File: src/phy_regs_pkg.sv
// Contract
// [RQ1] PHY registers are not memory mapped; each is reached by index only.
// [RQ2] Indices 0-6, 17, 18, 27, 29, 30 and 31 decode; all others do not.
// [RQ3] Fields exempt from soft reset keep their value only on bit-15 reset.
// [RQ4] Writing 1 to control bit 15 starts a soft reset that self-clears.
// [RQ5] Software should set the reset bit alone, other bits left at zero.
// [RQ6] Control bit 14 selects loopback when 1, normal when 0, reset 0.
// [RQ7] Control bit 13 selects 100 or 10 Mbps, ignored under negotiation.
// [RQ8] Control bit 12 enables negotiation, resets to 1, overrides 13 and 8.
// [RQ9] Control bit 11 powers down; after clearing, completion sets status 5.
// [RQ10] Writing 1 to control bit 9 restarts negotiation and self-clears.
// [RQ11] Control bit 8 selects full or half duplex, ignored under negotiation.
// [RQ12] Control bit 7 enables the collision test, reset 0.
// [RQ13] Speed and duplex reset values come from the negotiation outcome.
// [RQ14] Status bit 5 is read-only and shows negotiation completed.
// [RQ15] Control bits 10 and 6-0 read as zero and ignore writes.
package phy_regs_pkg;

   localparam int CLK_PERIOD_NS = 100;
   localparam int SRST_TIME_NS = 500;
   localparam int SRST_CYCLES =
      (SRST_TIME_NS + CLK_PERIOD_NS - 1) / CLK_PERIOD_NS;

   localparam int IDX_W = 5;
   localparam int REG_W = 16;

   localparam logic [4:0] IDX_BASIC_CTRL = 5'h00;
   localparam logic [4:0] IDX_BASIC_STAT = 5'h01;
   localparam logic [4:0] IDX_ID_HI = 5'h02;
   localparam logic [4:0] IDX_ID_LO = 5'h03;
   localparam logic [4:0] IDX_ANEG_ADV = 5'h04;
   localparam logic [4:0] IDX_ANEG_PARTNER = 5'h05;
   localparam logic [4:0] IDX_ANEG_EXP = 5'h06;
   localparam logic [4:0] IDX_MODE_CTRL = 5'h11;
   localparam logic [4:0] IDX_SPECIAL_MODES = 5'h12;
   localparam logic [4:0] IDX_SPECIAL_IND = 5'h1b;
   localparam logic [4:0] IDX_INT_SOURCE = 5'h1d;
   localparam logic [4:0] IDX_INT_MASK = 5'h1e;
   localparam logic [4:0] IDX_SPECIAL_CTRL = 5'h1f;

   localparam int CTRL_RESET = 15;
   localparam int CTRL_LOOPBACK = 14;
   localparam int CTRL_SPEED = 13;
   localparam int CTRL_ANEG_EN = 12;
   localparam int CTRL_POWER_DOWN = 11;
   localparam int CTRL_RESTART = 9;
   localparam int CTRL_DUPLEX = 8;
   localparam int CTRL_COL_TEST = 7;
   localparam int STAT_ANEG_DONE = 5;

   localparam logic [15:0] CTRL_STORE_MASK = 16'h7980;
   localparam logic [15:0] CTRL_RESET_VAL = 16'h1000;
   localparam logic [15:0] CTRL_RSVD_MASK = 16'h047f;
   localparam logic [15:0] STAT_FIXED = 16'h7809;
   localparam logic [15:0] EXEMPT_NONE = 16'h0000;

   typedef enum logic {SRST_IDLE, SRST_HOLD} srst_state_t;

endpackage

File: src/phy_basic_control_regs.sv
`timescale 1ns/1ps
module phy_basic_control_regs
   import phy_regs_pkg::*;
#(
   parameter logic [15:0] SOFT_RESET_EXEMPT = EXEMPT_NONE
) (
   input wire logic i_sys_clk,
   input wire logic i_reset,
   input wire logic i_mgmt_req,
   input wire logic i_mgmt_write,
   input wire logic [4:0] i_mgmt_index,
   input wire logic [15:0] i_mgmt_wdata,
   input wire logic i_aneg_done,
   input wire logic i_aneg_speed_100,
   input wire logic i_aneg_full_duplex,
   output logic o_mgmt_ack,
   output logic o_index_valid,
   output logic [15:0] o_mgmt_rdata,
   output logic o_soft_reset,
   output logic o_loopback,
   output logic o_speed_100,
   output logic o_full_duplex,
   output logic o_aneg_enable,
   output logic o_aneg_restart,
   output logic o_power_down,
   output logic o_col_test,
   output logic o_aneg_complete
);

   ////////////////////////////////////////////////////////////////////////
   // Helpers

   function automatic logic index_mapped(input logic [4:0] idx);
      case (idx)
         IDX_BASIC_CTRL, IDX_BASIC_STAT, IDX_ID_HI, IDX_ID_LO,
         IDX_ANEG_ADV, IDX_ANEG_PARTNER, IDX_ANEG_EXP, IDX_MODE_CTRL,
         IDX_SPECIAL_MODES, IDX_SPECIAL_IND, IDX_INT_SOURCE,
         IDX_INT_MASK, IDX_SPECIAL_CTRL: index_mapped = 1'b1; // RQ2
         default: index_mapped = 1'b0;
      endcase
   endfunction

   // Reset image; speed and duplex follow the negotiation outcome
   function automatic logic [15:0] ctrl_reset_image(
      input logic spd, input logic dup);
      logic [15:0] v;
      v = CTRL_RESET_VAL;
      v[CTRL_SPEED] = spd; // RQ13
      v[CTRL_DUPLEX] = dup; // RQ13
      return v;
   endfunction

   ////////////////////////////////////////////////////////////////////////
   // State

   logic [15:0] ctrl;
   logic [15:0] next_ctrl;
   logic restart;
   logic next_restart;
   logic aneg_done;
   logic next_aneg_done;
   logic neg_speed;
   logic next_neg_speed;
   logic neg_duplex;
   logic next_neg_duplex;
   logic eff_speed;
   logic next_eff_speed;
   logic eff_duplex;
   logic next_eff_duplex;
   logic ack;
   logic next_ack;
   logic idx_ok;
   logic next_idx_ok;
   logic [15:0] rdata;
   logic [15:0] next_rdata;
   logic srst_busy;
   logic srst_start;
   logic ctrl_wr;
   logic aneg_set;
   logic aneg_clr;
   logic [15:0] ctrl_view;
   logic [15:0] rst_image;

   phy_soft_reset_seq #(
      .CYCLES(SRST_CYCLES)
   ) u_srst (
      .i_sys_clk(i_sys_clk),
      .i_reset(i_reset),
      .i_start(srst_start),
      .o_busy(srst_busy)
   );

   ////////////////////////////////////////////////////////////////////////
   // Indexed access, no memory mapping

   always_comb begin
      // Writes during a soft reset are dropped
      ctrl_wr = i_mgmt_req && i_mgmt_write && !srst_busy &&
         (i_mgmt_index == IDX_BASIC_CTRL); // RQ1
      srst_start = ctrl_wr && i_mgmt_wdata[CTRL_RESET]; // RQ4
      ctrl_view = ctrl;
      ctrl_view[CTRL_RESET] = srst_busy; // RQ4
      ctrl_view[CTRL_RESTART] = restart; // RQ10
      next_ack = i_mgmt_req;
      next_idx_ok = i_mgmt_req ? index_mapped(i_mgmt_index) : idx_ok;
      next_rdata = rdata;
      if (i_mgmt_req && !i_mgmt_write) begin
         case (i_mgmt_index)
            IDX_BASIC_CTRL: next_rdata = ctrl_view;
            IDX_BASIC_STAT: begin
               next_rdata = STAT_FIXED;
               next_rdata[STAT_ANEG_DONE] = aneg_done; // RQ14
            end
            default: next_rdata = '0;
         endcase
      end
   end

   ////////////////////////////////////////////////////////////////////////
   // Basic control register

   always_comb begin
      rst_image = ctrl_reset_image(neg_speed, neg_duplex);
      next_ctrl = ctrl;
      next_restart = 1'b0; // RQ10
      // A reset write stores nothing, so exempt fields survive it
      if (ctrl_wr && !srst_start) begin // RQ3
         next_ctrl = i_mgmt_wdata & CTRL_STORE_MASK; // RQ15
         next_restart = i_mgmt_wdata[CTRL_RESTART]; // RQ10
      end
      if (srst_busy) begin
         next_ctrl = (ctrl & SOFT_RESET_EXEMPT) |
            (rst_image & ~SOFT_RESET_EXEMPT); // RQ3
         next_restart = 1'b0;
      end
   end

   ////////////////////////////////////////////////////////////////////////
   // Negotiation status and effective mode

   always_comb begin
      aneg_set = i_aneg_done && ctrl[CTRL_ANEG_EN] &&
         !ctrl[CTRL_POWER_DOWN] && !srst_busy; // RQ9
      aneg_clr = restart || srst_busy || !ctrl[CTRL_ANEG_EN] ||
         ctrl[CTRL_POWER_DOWN]; // RQ9
      next_aneg_done = aneg_done;
      if (aneg_clr) begin
         next_aneg_done = 1'b0;
      end
      if (aneg_set) begin
         next_aneg_done = 1'b1; // RQ14
      end
      next_neg_speed = neg_speed;
      next_neg_duplex = neg_duplex;
      if (aneg_set) begin
         next_neg_speed = i_aneg_speed_100;
         next_neg_duplex = i_aneg_full_duplex;
      end
      // Manual bits only count with negotiation off
      if (ctrl[CTRL_ANEG_EN]) begin
         next_eff_speed = neg_speed; // RQ7
         next_eff_duplex = neg_duplex; // RQ11
      end else begin
         next_eff_speed = ctrl[CTRL_SPEED]; // RQ7
         next_eff_duplex = ctrl[CTRL_DUPLEX]; // RQ11
      end
   end

   always_ff @(posedge i_sys_clk) begin
      if (i_reset) begin
         ctrl <= ctrl_reset_image(i_aneg_speed_100,
            i_aneg_full_duplex); // RQ8
         restart <= 1'b0;
         aneg_done <= 1'b0;
         neg_speed <= i_aneg_speed_100; // RQ13
         neg_duplex <= i_aneg_full_duplex; // RQ13
         eff_speed <= i_aneg_speed_100;
         eff_duplex <= i_aneg_full_duplex;
         ack <= 1'b0;
         idx_ok <= 1'b0;
         rdata <= '0;
      end else begin
         ctrl <= next_ctrl;
         restart <= next_restart;
         aneg_done <= next_aneg_done;
         neg_speed <= next_neg_speed;
         neg_duplex <= next_neg_duplex;
         eff_speed <= next_eff_speed;
         eff_duplex <= next_eff_duplex;
         ack <= next_ack;
         idx_ok <= next_idx_ok;
         rdata <= next_rdata;
      end
   end

   ////////////////////////////////////////////////////////////////////////
   // Outputs

   assign o_mgmt_ack = ack;
   assign o_index_valid = idx_ok;
   assign o_mgmt_rdata = rdata;
   assign o_soft_reset = srst_busy;
   assign o_loopback = ctrl[CTRL_LOOPBACK]; // RQ6
   assign o_speed_100 = eff_speed;
   assign o_full_duplex = eff_duplex;
   assign o_aneg_enable = ctrl[CTRL_ANEG_EN]; // RQ8
   assign o_aneg_restart = restart;
   assign o_power_down = ctrl[CTRL_POWER_DOWN]; // RQ9
   assign o_col_test = ctrl[CTRL_COL_TEST]; // RQ12
   assign o_aneg_complete = aneg_done;

   ////////////////////////////////////////////////////////////////////////
   // Checks

   localparam int AST_SRST_MAX = SRST_CYCLES + 1;

   logic ctrl_read_q;

   always_ff @(posedge i_sys_clk) begin
      if (i_reset) begin
         ctrl_read_q <= 1'b0;
      end else begin
         ctrl_read_q <= i_mgmt_req && !i_mgmt_write &&
            (i_mgmt_index == IDX_BASIC_CTRL);
      end
   end

   AST_SRST_START: assert property (@(posedge i_sys_clk) // RQ4
      disable iff (i_reset) srst_start |=> o_soft_reset)
      else $error("soft reset did not start");

   AST_SRST_CLEARS: assert property (@(posedge i_sys_clk) // RQ4
      disable iff (i_reset)
      srst_start |=> ##[1:AST_SRST_MAX] !o_soft_reset)
      else $error("soft reset bit did not clear");

   AST_EXEMPT_KEPT: assert property (@(posedge i_sys_clk) // RQ3
      disable iff (i_reset) srst_busy |=>
      ((ctrl & SOFT_RESET_EXEMPT) == ($past(ctrl) & SOFT_RESET_EXEMPT)))
      else $error("exempt field changed by soft reset");

   AST_LOOPBACK: assert property (@(posedge i_sys_clk) // RQ6
      disable iff (i_reset) ctrl_wr && !srst_start |=>
      o_loopback == $past(i_mgmt_wdata[CTRL_LOOPBACK]))
      else $error("loopback does not follow write");

   AST_MANUAL_MODE: assert property (@(posedge i_sys_clk) // RQ7
      disable iff (i_reset) !ctrl[CTRL_ANEG_EN] |=>
      (o_speed_100 == $past(ctrl[CTRL_SPEED])) &&
      (o_full_duplex == $past(ctrl[CTRL_DUPLEX])))
      else $error("manual speed or duplex not applied");

   AST_ANEG_OVERRIDE: assert property (@(posedge i_sys_clk) // RQ11
      disable iff (i_reset) ctrl[CTRL_ANEG_EN] |=>
      (o_speed_100 == $past(neg_speed)) &&
      (o_full_duplex == $past(neg_duplex)))
      else $error("negotiated mode not applied");

   AST_RESTART_PULSE: assert property (@(posedge i_sys_clk) // RQ10
      disable iff (i_reset) o_aneg_restart && !ctrl_wr |=> !o_aneg_restart)
      else $error("restart bit did not self-clear");

   AST_DONE_SET: assert property (@(posedge i_sys_clk) // RQ14
      disable iff (i_reset) aneg_set |=> o_aneg_complete)
      else $error("completion flag not set");

   AST_PD_CLEARS_DONE: assert property (@(posedge i_sys_clk) // RQ9
      disable iff (i_reset) o_power_down |=> !o_aneg_complete)
      else $error("completion shown while powered down");

   AST_RESERVED_ZERO: assert property (@(posedge i_sys_clk) // RQ15
      disable iff (i_reset) o_mgmt_ack && ctrl_read_q |->
      ((o_mgmt_rdata & CTRL_RSVD_MASK) == 16'h0000))
      else $error("reserved control bits not zero");

   AST_UNMAPPED: assert property (@(posedge i_sys_clk) // RQ2
      disable iff (i_reset) i_mgmt_req && !index_mapped(i_mgmt_index)
      |=> o_mgmt_ack && !o_index_valid)
      else $error("unmapped index accepted");

   COV_SRST: cover property (@(posedge i_sys_clk)
      disable iff (i_reset) srst_start ##1 o_soft_reset);

   COV_RESTART_DONE: cover property (@(posedge i_sys_clk)
      disable iff (i_reset) o_aneg_restart ##[1:20] o_aneg_complete);

   COV_PD_EXIT: cover property (@(posedge i_sys_clk)
      disable iff (i_reset) $fell(o_power_down) ##[1:20] o_aneg_complete);

endmodule

File: src/phy_soft_reset_seq.sv
`timescale 1ns/1ps
module phy_soft_reset_seq
   import phy_regs_pkg::*;
#(
   parameter int CYCLES = SRST_CYCLES
) (
   input wire logic i_sys_clk,
   input wire logic i_reset,
   input wire logic i_start,
   output logic o_busy
);

   localparam int CNT_W = $clog2(CYCLES + 1);
   localparam logic [CNT_W-1:0] LAST = CNT_W'(CYCLES - 1);

   srst_state_t state;
   srst_state_t next_state;
   logic [CNT_W-1:0] count;
   logic [CNT_W-1:0] next_count;

   always_comb begin
      next_state = state;
      next_count = count;
      case (state)
         SRST_IDLE: begin
            next_count = '0;
            if (i_start) begin
               next_state = SRST_HOLD;
            end
         end
         SRST_HOLD: begin
            if (count == LAST) begin
               next_state = SRST_IDLE;
               next_count = '0;
            end else begin
               next_count = count + 1'b1;
            end
         end
         default: begin
            next_state = SRST_IDLE;
            next_count = '0;
         end
      endcase
   end

   always_ff @(posedge i_sys_clk) begin
      if (i_reset) begin
         state <= SRST_IDLE;
         count <= '0;
      end else begin
         state <= next_state;
         count <= next_count;
      end
   end

   assign o_busy = (state == SRST_HOLD);

endmodule

File: config.mk
export PLATFORM = sky130hd
export DESIGN_NAME = phy_basic_control_regs
export DESIGN_NICKNAME = d
export VERILOG_FILES = /design/src/phy_regs_pkg.sv /design/src/phy_basic_control_regs.sv /design/src/phy_soft_reset_seq.sv
export SDC_FILE = /design/constraint.sdc
export NUM_CORES = 1
export LEC_CHECK = 0
export ABC_AREA = 1
export BUFFER_PORTS_ARGS = -buffer_cell sky130_fd_sc_hd__buf_4
export CAP_MARGIN = 30
export CORE_MARGIN = 5
export CORE_UTILIZATION = 51
export DETAILED_ROUTE_END_ITERATION = 8
export GPL_ROUTABILITY_DRIVEN = 0
export PLACE_DENSITY = 0.8
export SYNTH_ARGS = -nofsm -noshare
export SYNTH_HDL_FRONTEND = slang
export SYNTH_HIERARCHICAL = 1
export SYNTH_SLANG_ARGS = --single-unit
File: constraint.sdc
create_clock -name i_sys_clk -period 2.2 [get_ports i_sys_clk]
set_input_delay 0.11 -clock i_sys_clk [delete_from_list [all_inputs] [get_ports i_sys_clk]]
set_output_delay 0.11 -clock i_sys_clk [all_outputs]
set_load 0.1 [all_outputs]
## After elaboration in Yosys (flattened, before gate mapping)

Memory sizes are Yosys's and may differ from the RTL's. A register that Yosys moved wholly into a read port is not among the register bits.
Index checks and enable logic that the tools add are counted.

| word-level totals | value |
|---|---|
| bits in registers | 33 |
| latch bits | 0 |
| memory bits (writable) | 0 |
| ROM bits | 32 |
| input port bits | 28 |
| output and inout port bits | 27 |
| memories kept | 1 |

Memories:

| memory | words | width | rd ports | clocked after memory_dff | wr ports | line | RTL |
|---|---|---|---|---|---|---|---|
| (no name shown) | 32 | 1 | 1 | 1 | 0 | phy_basic_control_regs.sv:34 | `case (idx)` |

| cells by class | value |
|---|---|
| add/sub/neg operators | 1 |
| $mul | 0 |
| divide/modulo/power cells | 0 |
| order comparisons | 0 |
| eq/ne operators | 2 |
| shift-type cells | 0 |
| mux-type cells | 19 |
| bitwise operators | 2 |
| reductions and logical operators | 23 |

Operators by type and width:

| operator | number |
|---|---|
| 14-bit 2-to-1 mux | 3 |
| 16-bit one-hot mux with 2 select lines | 1 |
| 1-bit 2-to-1 mux | 12 |
| 1-bit logical AND | 9 |
| 3-bit one-hot mux with 2 select lines | 1 |
| 5-bit by 1-bit == test with 1-bit output (second input constant) | 1 |
| 1-bit logical NOT | 5 |
| 5-bit logical NOT | 1 |
| 2-bit nonzero test | 2 |
| 3-bit by 1-bit adder with 3-bit output (second input constant) | 1 |
| 3-bit == test (second input constant) | 1 |
| 1-bit logical OR | 3 |
| 3-bit 2-to-1 mux | 1 |
| 3-bit nonzero test | 1 |
| 3-bit OR reduction | 1 |
| 1-bit inverter | 2 |
| 1-bit one-hot mux with 2 select lines | 1 |
| 2-bit OR reduction | 1 |

## Depth between registers and ports, before layout

| depth | value |
|---|---|
| word-level depth | 9 |
| mapped depth | 8 |
| mapped depth without buffers | 8 |

## Cells and area by module

Netlist, hierarchy kept.

Modules (own cells, without submodules):

| module | instances | cells each | area an instance (µm²) | seq. area each (µm²) |
|---|---|---|---|---|
| phy_basic_control_regs | 1 | 150 | 1207.4 | 520.5 |
| phy_soft_reset_seq | 1 | 23 | 175.2 | 80.1 |

## Worst setup path before layout

No wires, ideal clock.

| timing | value |
|---|---|
| kind | register -> register |
| from | reg ctrl[12] |
| to | reg neg_duplex (enable) |
| library setup time | 0.342 ns |
| arrival time | 1.513 ns |
| required time | 1.858 ns |
| path slack | 0.345 ns |
| cell stages (with the launch flop) | 3 |
| period minus slack after synthesis | 1.855 ns |
| path through | dfxtp_1 > inv_1 > o31ai_1 |

| on the way | value |
|---|---|
| longest elaborated chain between the ends | 4 |

Ends and longest elaborated chain:

| element | line | RTL |
|---|---|---|
| start, declared | phy_basic_control_regs.sv:56 | `logic [15:0] ctrl;` |
| start signal, assigned | phy_basic_control_regs.sv:171 | `ctrl <= ctrl_reset_image(i_aneg_speed_100,` |
| start signal, assigned | phy_basic_control_regs.sv:183 | `ctrl <= next_ctrl;` |
| 1-bit logical AND (2 in a row) | phy_basic_control_regs.sv:142 | `aneg_set = i_aneg_done && ctrl[CTRL_ANEG_EN] &&` |
| 1-bit logical AND | phy_basic_control_regs.sv:143 | `!ctrl[CTRL_POWER_DOWN] && !srst_busy;` |
| 2-bit nonzero test (no source line) | - |  |
| end signal, assigned | phy_basic_control_regs.sv:176 | `neg_duplex <= i_aneg_full_duplex;` |
| end signal, assigned | phy_basic_control_regs.sv:187 | `neg_duplex <= next_neg_duplex;` |
| end, declared | phy_basic_control_regs.sv:64 | `logic neg_duplex;` |

No other way between the ends.
A chain may end at the register's enable or synchronous reset.

## Worst setup path after layout

| timing | value |
|---|---|
| from | reg u_srst.state (netlist: u_srst/o_busy) |
| to | reg ctrl[13] (enable) |

| on the way | value |
|---|---|
| longest elaborated chain between the ends | 7 |

Ends and longest elaborated chain:

| element | line | RTL |
|---|---|---|
| start, declared | phy_soft_reset_seq.sv:16 | `srst_state_t state;` |
| start signal, assigned | phy_soft_reset_seq.sv:51 | `state <= next_state;` |
| 1-bit logical NOT | phy_basic_control_regs.sv:98 | `ctrl_wr = i_mgmt_req && i_mgmt_write && !srst_busy &&` |
| 1-bit logical AND (2 in a row) | phy_basic_control_regs.sv:98 |  |
| 1-bit logical AND | phy_basic_control_regs.sv:100 | `srst_start = ctrl_wr && i_mgmt_wdata[CTRL_RESET];` |
| 1-bit logical NOT | phy_basic_control_regs.sv:127 | `if (ctrl_wr && !srst_start) begin` |
| 1-bit logical AND | phy_basic_control_regs.sv:127 |  |
| 3-bit nonzero test (no source line) (*) | - |  |

Mark *: on every way between the ends. The rest lies on a longest branch, timed or not.

==> impl_metrics.tcl <==
set metrics [dict create \
    hold_path_end "ctrl[12]$_SDFFE_PP1N_" \
    holdPathStages 3 \
    synthSimpleGateAreaFrac_pct 31.9 \
    clockBufferDepth 2 \
    n_antenna_cell 0 \
    clk_latency_ns 0.33 \
    drc_errors 0 \
    crit_fanout 10 \
    num_rows 18 \
    rr_worst_depth 5 \
    final_nets 251 \
    maxSlewViolCount 0 \
    routedWlPerCell_um 12.7 \
    cts.repair.resized 0 \
    numClockSinks 28 \
    syn-cell-area_um2 1380 \
    synth_fa_ha_area_share_pct 5.43 \
    cts_tree "built" \
    crit_required_ns 2.25 \
    start_util_pct 54.3 \
    synthToLayoutAreaGrowth_pct 25.5 \
    hold_ws_ns 0.0190 \
    layout_min_cycle_time_ns 1.37 \
    synthMuxAreaShare_pct 0 \
    wl_mm 3.12 \
    async_flop_share_pct 0 \
    cellPowerDensity_nw_per_um2 574 \
    grt_pass1_wl_mm 5.28 \
    timing.rr.end "ctrl[13]$_DFFE_PP_" \
    yosys_warnings 6 \
    drt_pre_antenna_iters 4 \
    crit_path_start_kind "register" \
    avgSynthCellArea_um2 7.99 \
    status "finished, final reports clean" \
    initialDrtViolationCount 44 \
    r2r-start "u_srst/o_busy$_SDFF_PP0_" \
    rsz0062_at_grt "no" \
    fin_crit_sh_pct 62.4 \
    ys_ff_latch 28 \
    synth-edff-count 4 \
    clk_pin_slew_worst_paths_ns 0.15 \
    htree_levels 1 \
    synth.distinct_cells 26 \
    arrival_ns 1.42 \
    largest_reg_flops 10 \
    synth_compound_area_share_pct 8.51 \
    dpl_cell_area_um2 1690 \
    criticalPathCategory "register to register" \
    die_w_um 62.1 \
    p_total_uw 995 \
    ir_worst_vdd_uv 395 \
    hold_viol 0 \
    port_buffers 41 \
    die-area_um2 3850 \
    vias 1246 \
    endpoint_kind "register" \
    synth_top_family_by_area "simple AND/OR/NAND/NOR gates" \
    min_path_type "input pin to register" \
    ys.flop_type "dfxtp_1" \
    grt_use_total_pct 18.2 \
    clock_skew_ns 0.0124 \
    hpwlAfterDp_mm 2.54 \
    netlist_instances 173 \
    ant_nets 0 \
    cap_violations 0 \
    layout-drive-gt1-share_pct 26.4 \
    fmax_ghz 0.728 \
    setup-tns-final_ns 0 \
    fin_cells 246 \
    die_h_um 62.1 \
    cts_buffers 3 \
    coreArea_um2 2540 \
    overflow 0 \
    grt_max_degree 16 \
    io_pins 55 \
    p_leak_uw 0.000845 \
    design_area_um2 1740 \
    reg2reg_slack_ns 0.83 \
    antenna_found_initial 0 \
    root_buffer "clkbuf_4" \
    viasPerCell 5.07 \
    grt_pass1_vias 1221 \
    synth_xor_area_share_pct 0 \
    hold_path_startpoint "i_mgmt_wdata[12]" \
    placed_cells 240 \
    setup_viol 0 \
    yosysSeqAreaShare_pct 43.4 \
]
-- worst max-delay path: stages (launching register included) --
cell and delay [ns]:
dfxtp_1 0.44, inv_1 0.14, nand3_2 0.10, nor2_4 0.19, nand2_4 0.09, nand2_1 0.13
-- metrics by stage --
step           worst slack (ns)  utilization [%]
5_1_grt                   0.709             68.2
4_1_cts                   0.819             68.2
3_5_place_dp              0.835             66.4
3_3_place_gp              0.883             66.4
6_report                  0.827             68.2
2_1_floorplan             0.345                -
-- repair_timing --
item / 4_1_cts / 5_1_grt
endpoints found under the hold margin: 2 / 0
buffers inserted: 0 / 0
hold buffers: 2 / 0
endpoints found under the setup margin: 0 / 0
-- how the worst max path moves through the flow --
stage,startpoint,endpoint,slack (ns),cells past startpoint
after global placement,i_mgmt_index[1],ctrl[13]$_DFFE_PP_,0.88,9
after CTS,u_srst/o_busy$_SDFF_PP0_,ctrl[13]$_DFFE_PP_,0.82,5
after floorplan,ctrl[12]$_SDFFE_PP1N_,neg_duplex$_DFFE_PP_,0.34,2
final,u_srst/o_busy$_SDFF_PP0_,ctrl[13]$_DFFE_PP_,0.83,5
after detailed placement,i_mgmt_index[1],ctrl[8]$_DFFE_PP_,0.83,7
after global routing,u_srst/o_busy$_SDFF_PP0_,ctrl[8]$_DFFE_PP_,0.71,5
-- routing by layer --
metal  routed length, µm  GRT usage, %  up-vias  share of wire, %
met2                1560          32.1       38                50
met1                1320          22.4      581                42
met3                 222          4.34        2               7.1
met5                   0             0        -                 0
met4                  16          3.94        0              0.51
li1                    -             -      625                 -
-- layout make-up --
| class | instances | area, µm² |
|---|---|---|
| timing repair buffer | 43 | 328 |
| sequential | 28 | 601 |
| tap | 30 | 37.5 |
| fill | 213 | 810 |
| inverter | 23 | 91.3 |
| clock buffer | 3 | 22.5 |
| clock inverter | 1 | 3.75 |
| multi-input combinational | 118 | 652 |
-- layout by cell type, fill, tap and decap left out --
| master | instances |
|---|---|
| conb_1 | 5 |
| inv_2 | 2 |
| nand4_1 | 5 |
| o21ai_0 | 9 |
| o31ai_1 | 1 |
| nor2_8 | 1 |
| dlygate4sd3_1 | 2 |
| nand2_1 | 49 |
| nor2_4 | 3 |
| nand3_4 | 1 |
| nand3_1 | 7 |
| clkbuf_4 | 3 |
| inv_1 | 20 |
| buf_4 | 41 |
| nand4_4 | 1 |
| inv_6 | 1 |
| clkinv_1 | 1 |
| ha_1 | 6 |
| nand2_4 | 1 |
| nand3b_1 | 1 |
| edfxtp_1 | 4 |
| nand3_2 | 2 |
| nor3b_2 | 1 |
| dfxtp_1 | 24 |
| nor3_1 | 1 |
| nor2_1 | 11 |
| a21oi_1 | 13 |
-- logic make-up after synthesis --
kind of cell | count (synthesis)
other | 1
AOI/OAI and AO/OA | 23
buffers and inverters | 31
and+or+nand+nor | 84
DFF | 28
adders and majority gates | 6
-- where the power goes --
group          switching, µW  leakage (µW)  internal [µW]
registers               7.77      0.000236            535
logic                    180      0.000593           56.8
clock network            149     0.0000154           66.6
-- cell usage after synthesis, types with 2 or more instances --
| master | number | area [µm²] |
|---|---|---|
| inv_2 | 2 | 7.51 |
| edfxtp_1 | 4 | 120 |
| nand4_1 | 5 | 31.3 |
| o21ai_0 | 9 | 45.0 |
| nand3_2 | 2 | 20.0 |
| nor2_4 | 3 | 33.8 |
| inv_1 | 20 | 75.1 |
| dfxtp_1 | 24 | 480 |
| nand2_1 | 49 | 184 |
| buf_4 | 6 | 45.0 |
| nor2_1 | 11 | 41.3 |
| a21oi_1 | 13 | 65.1 |
| ha_1 | 6 | 75.1 |
| nand3_1 | 7 | 35.0 |
Power figures use the tool's default switching activity.
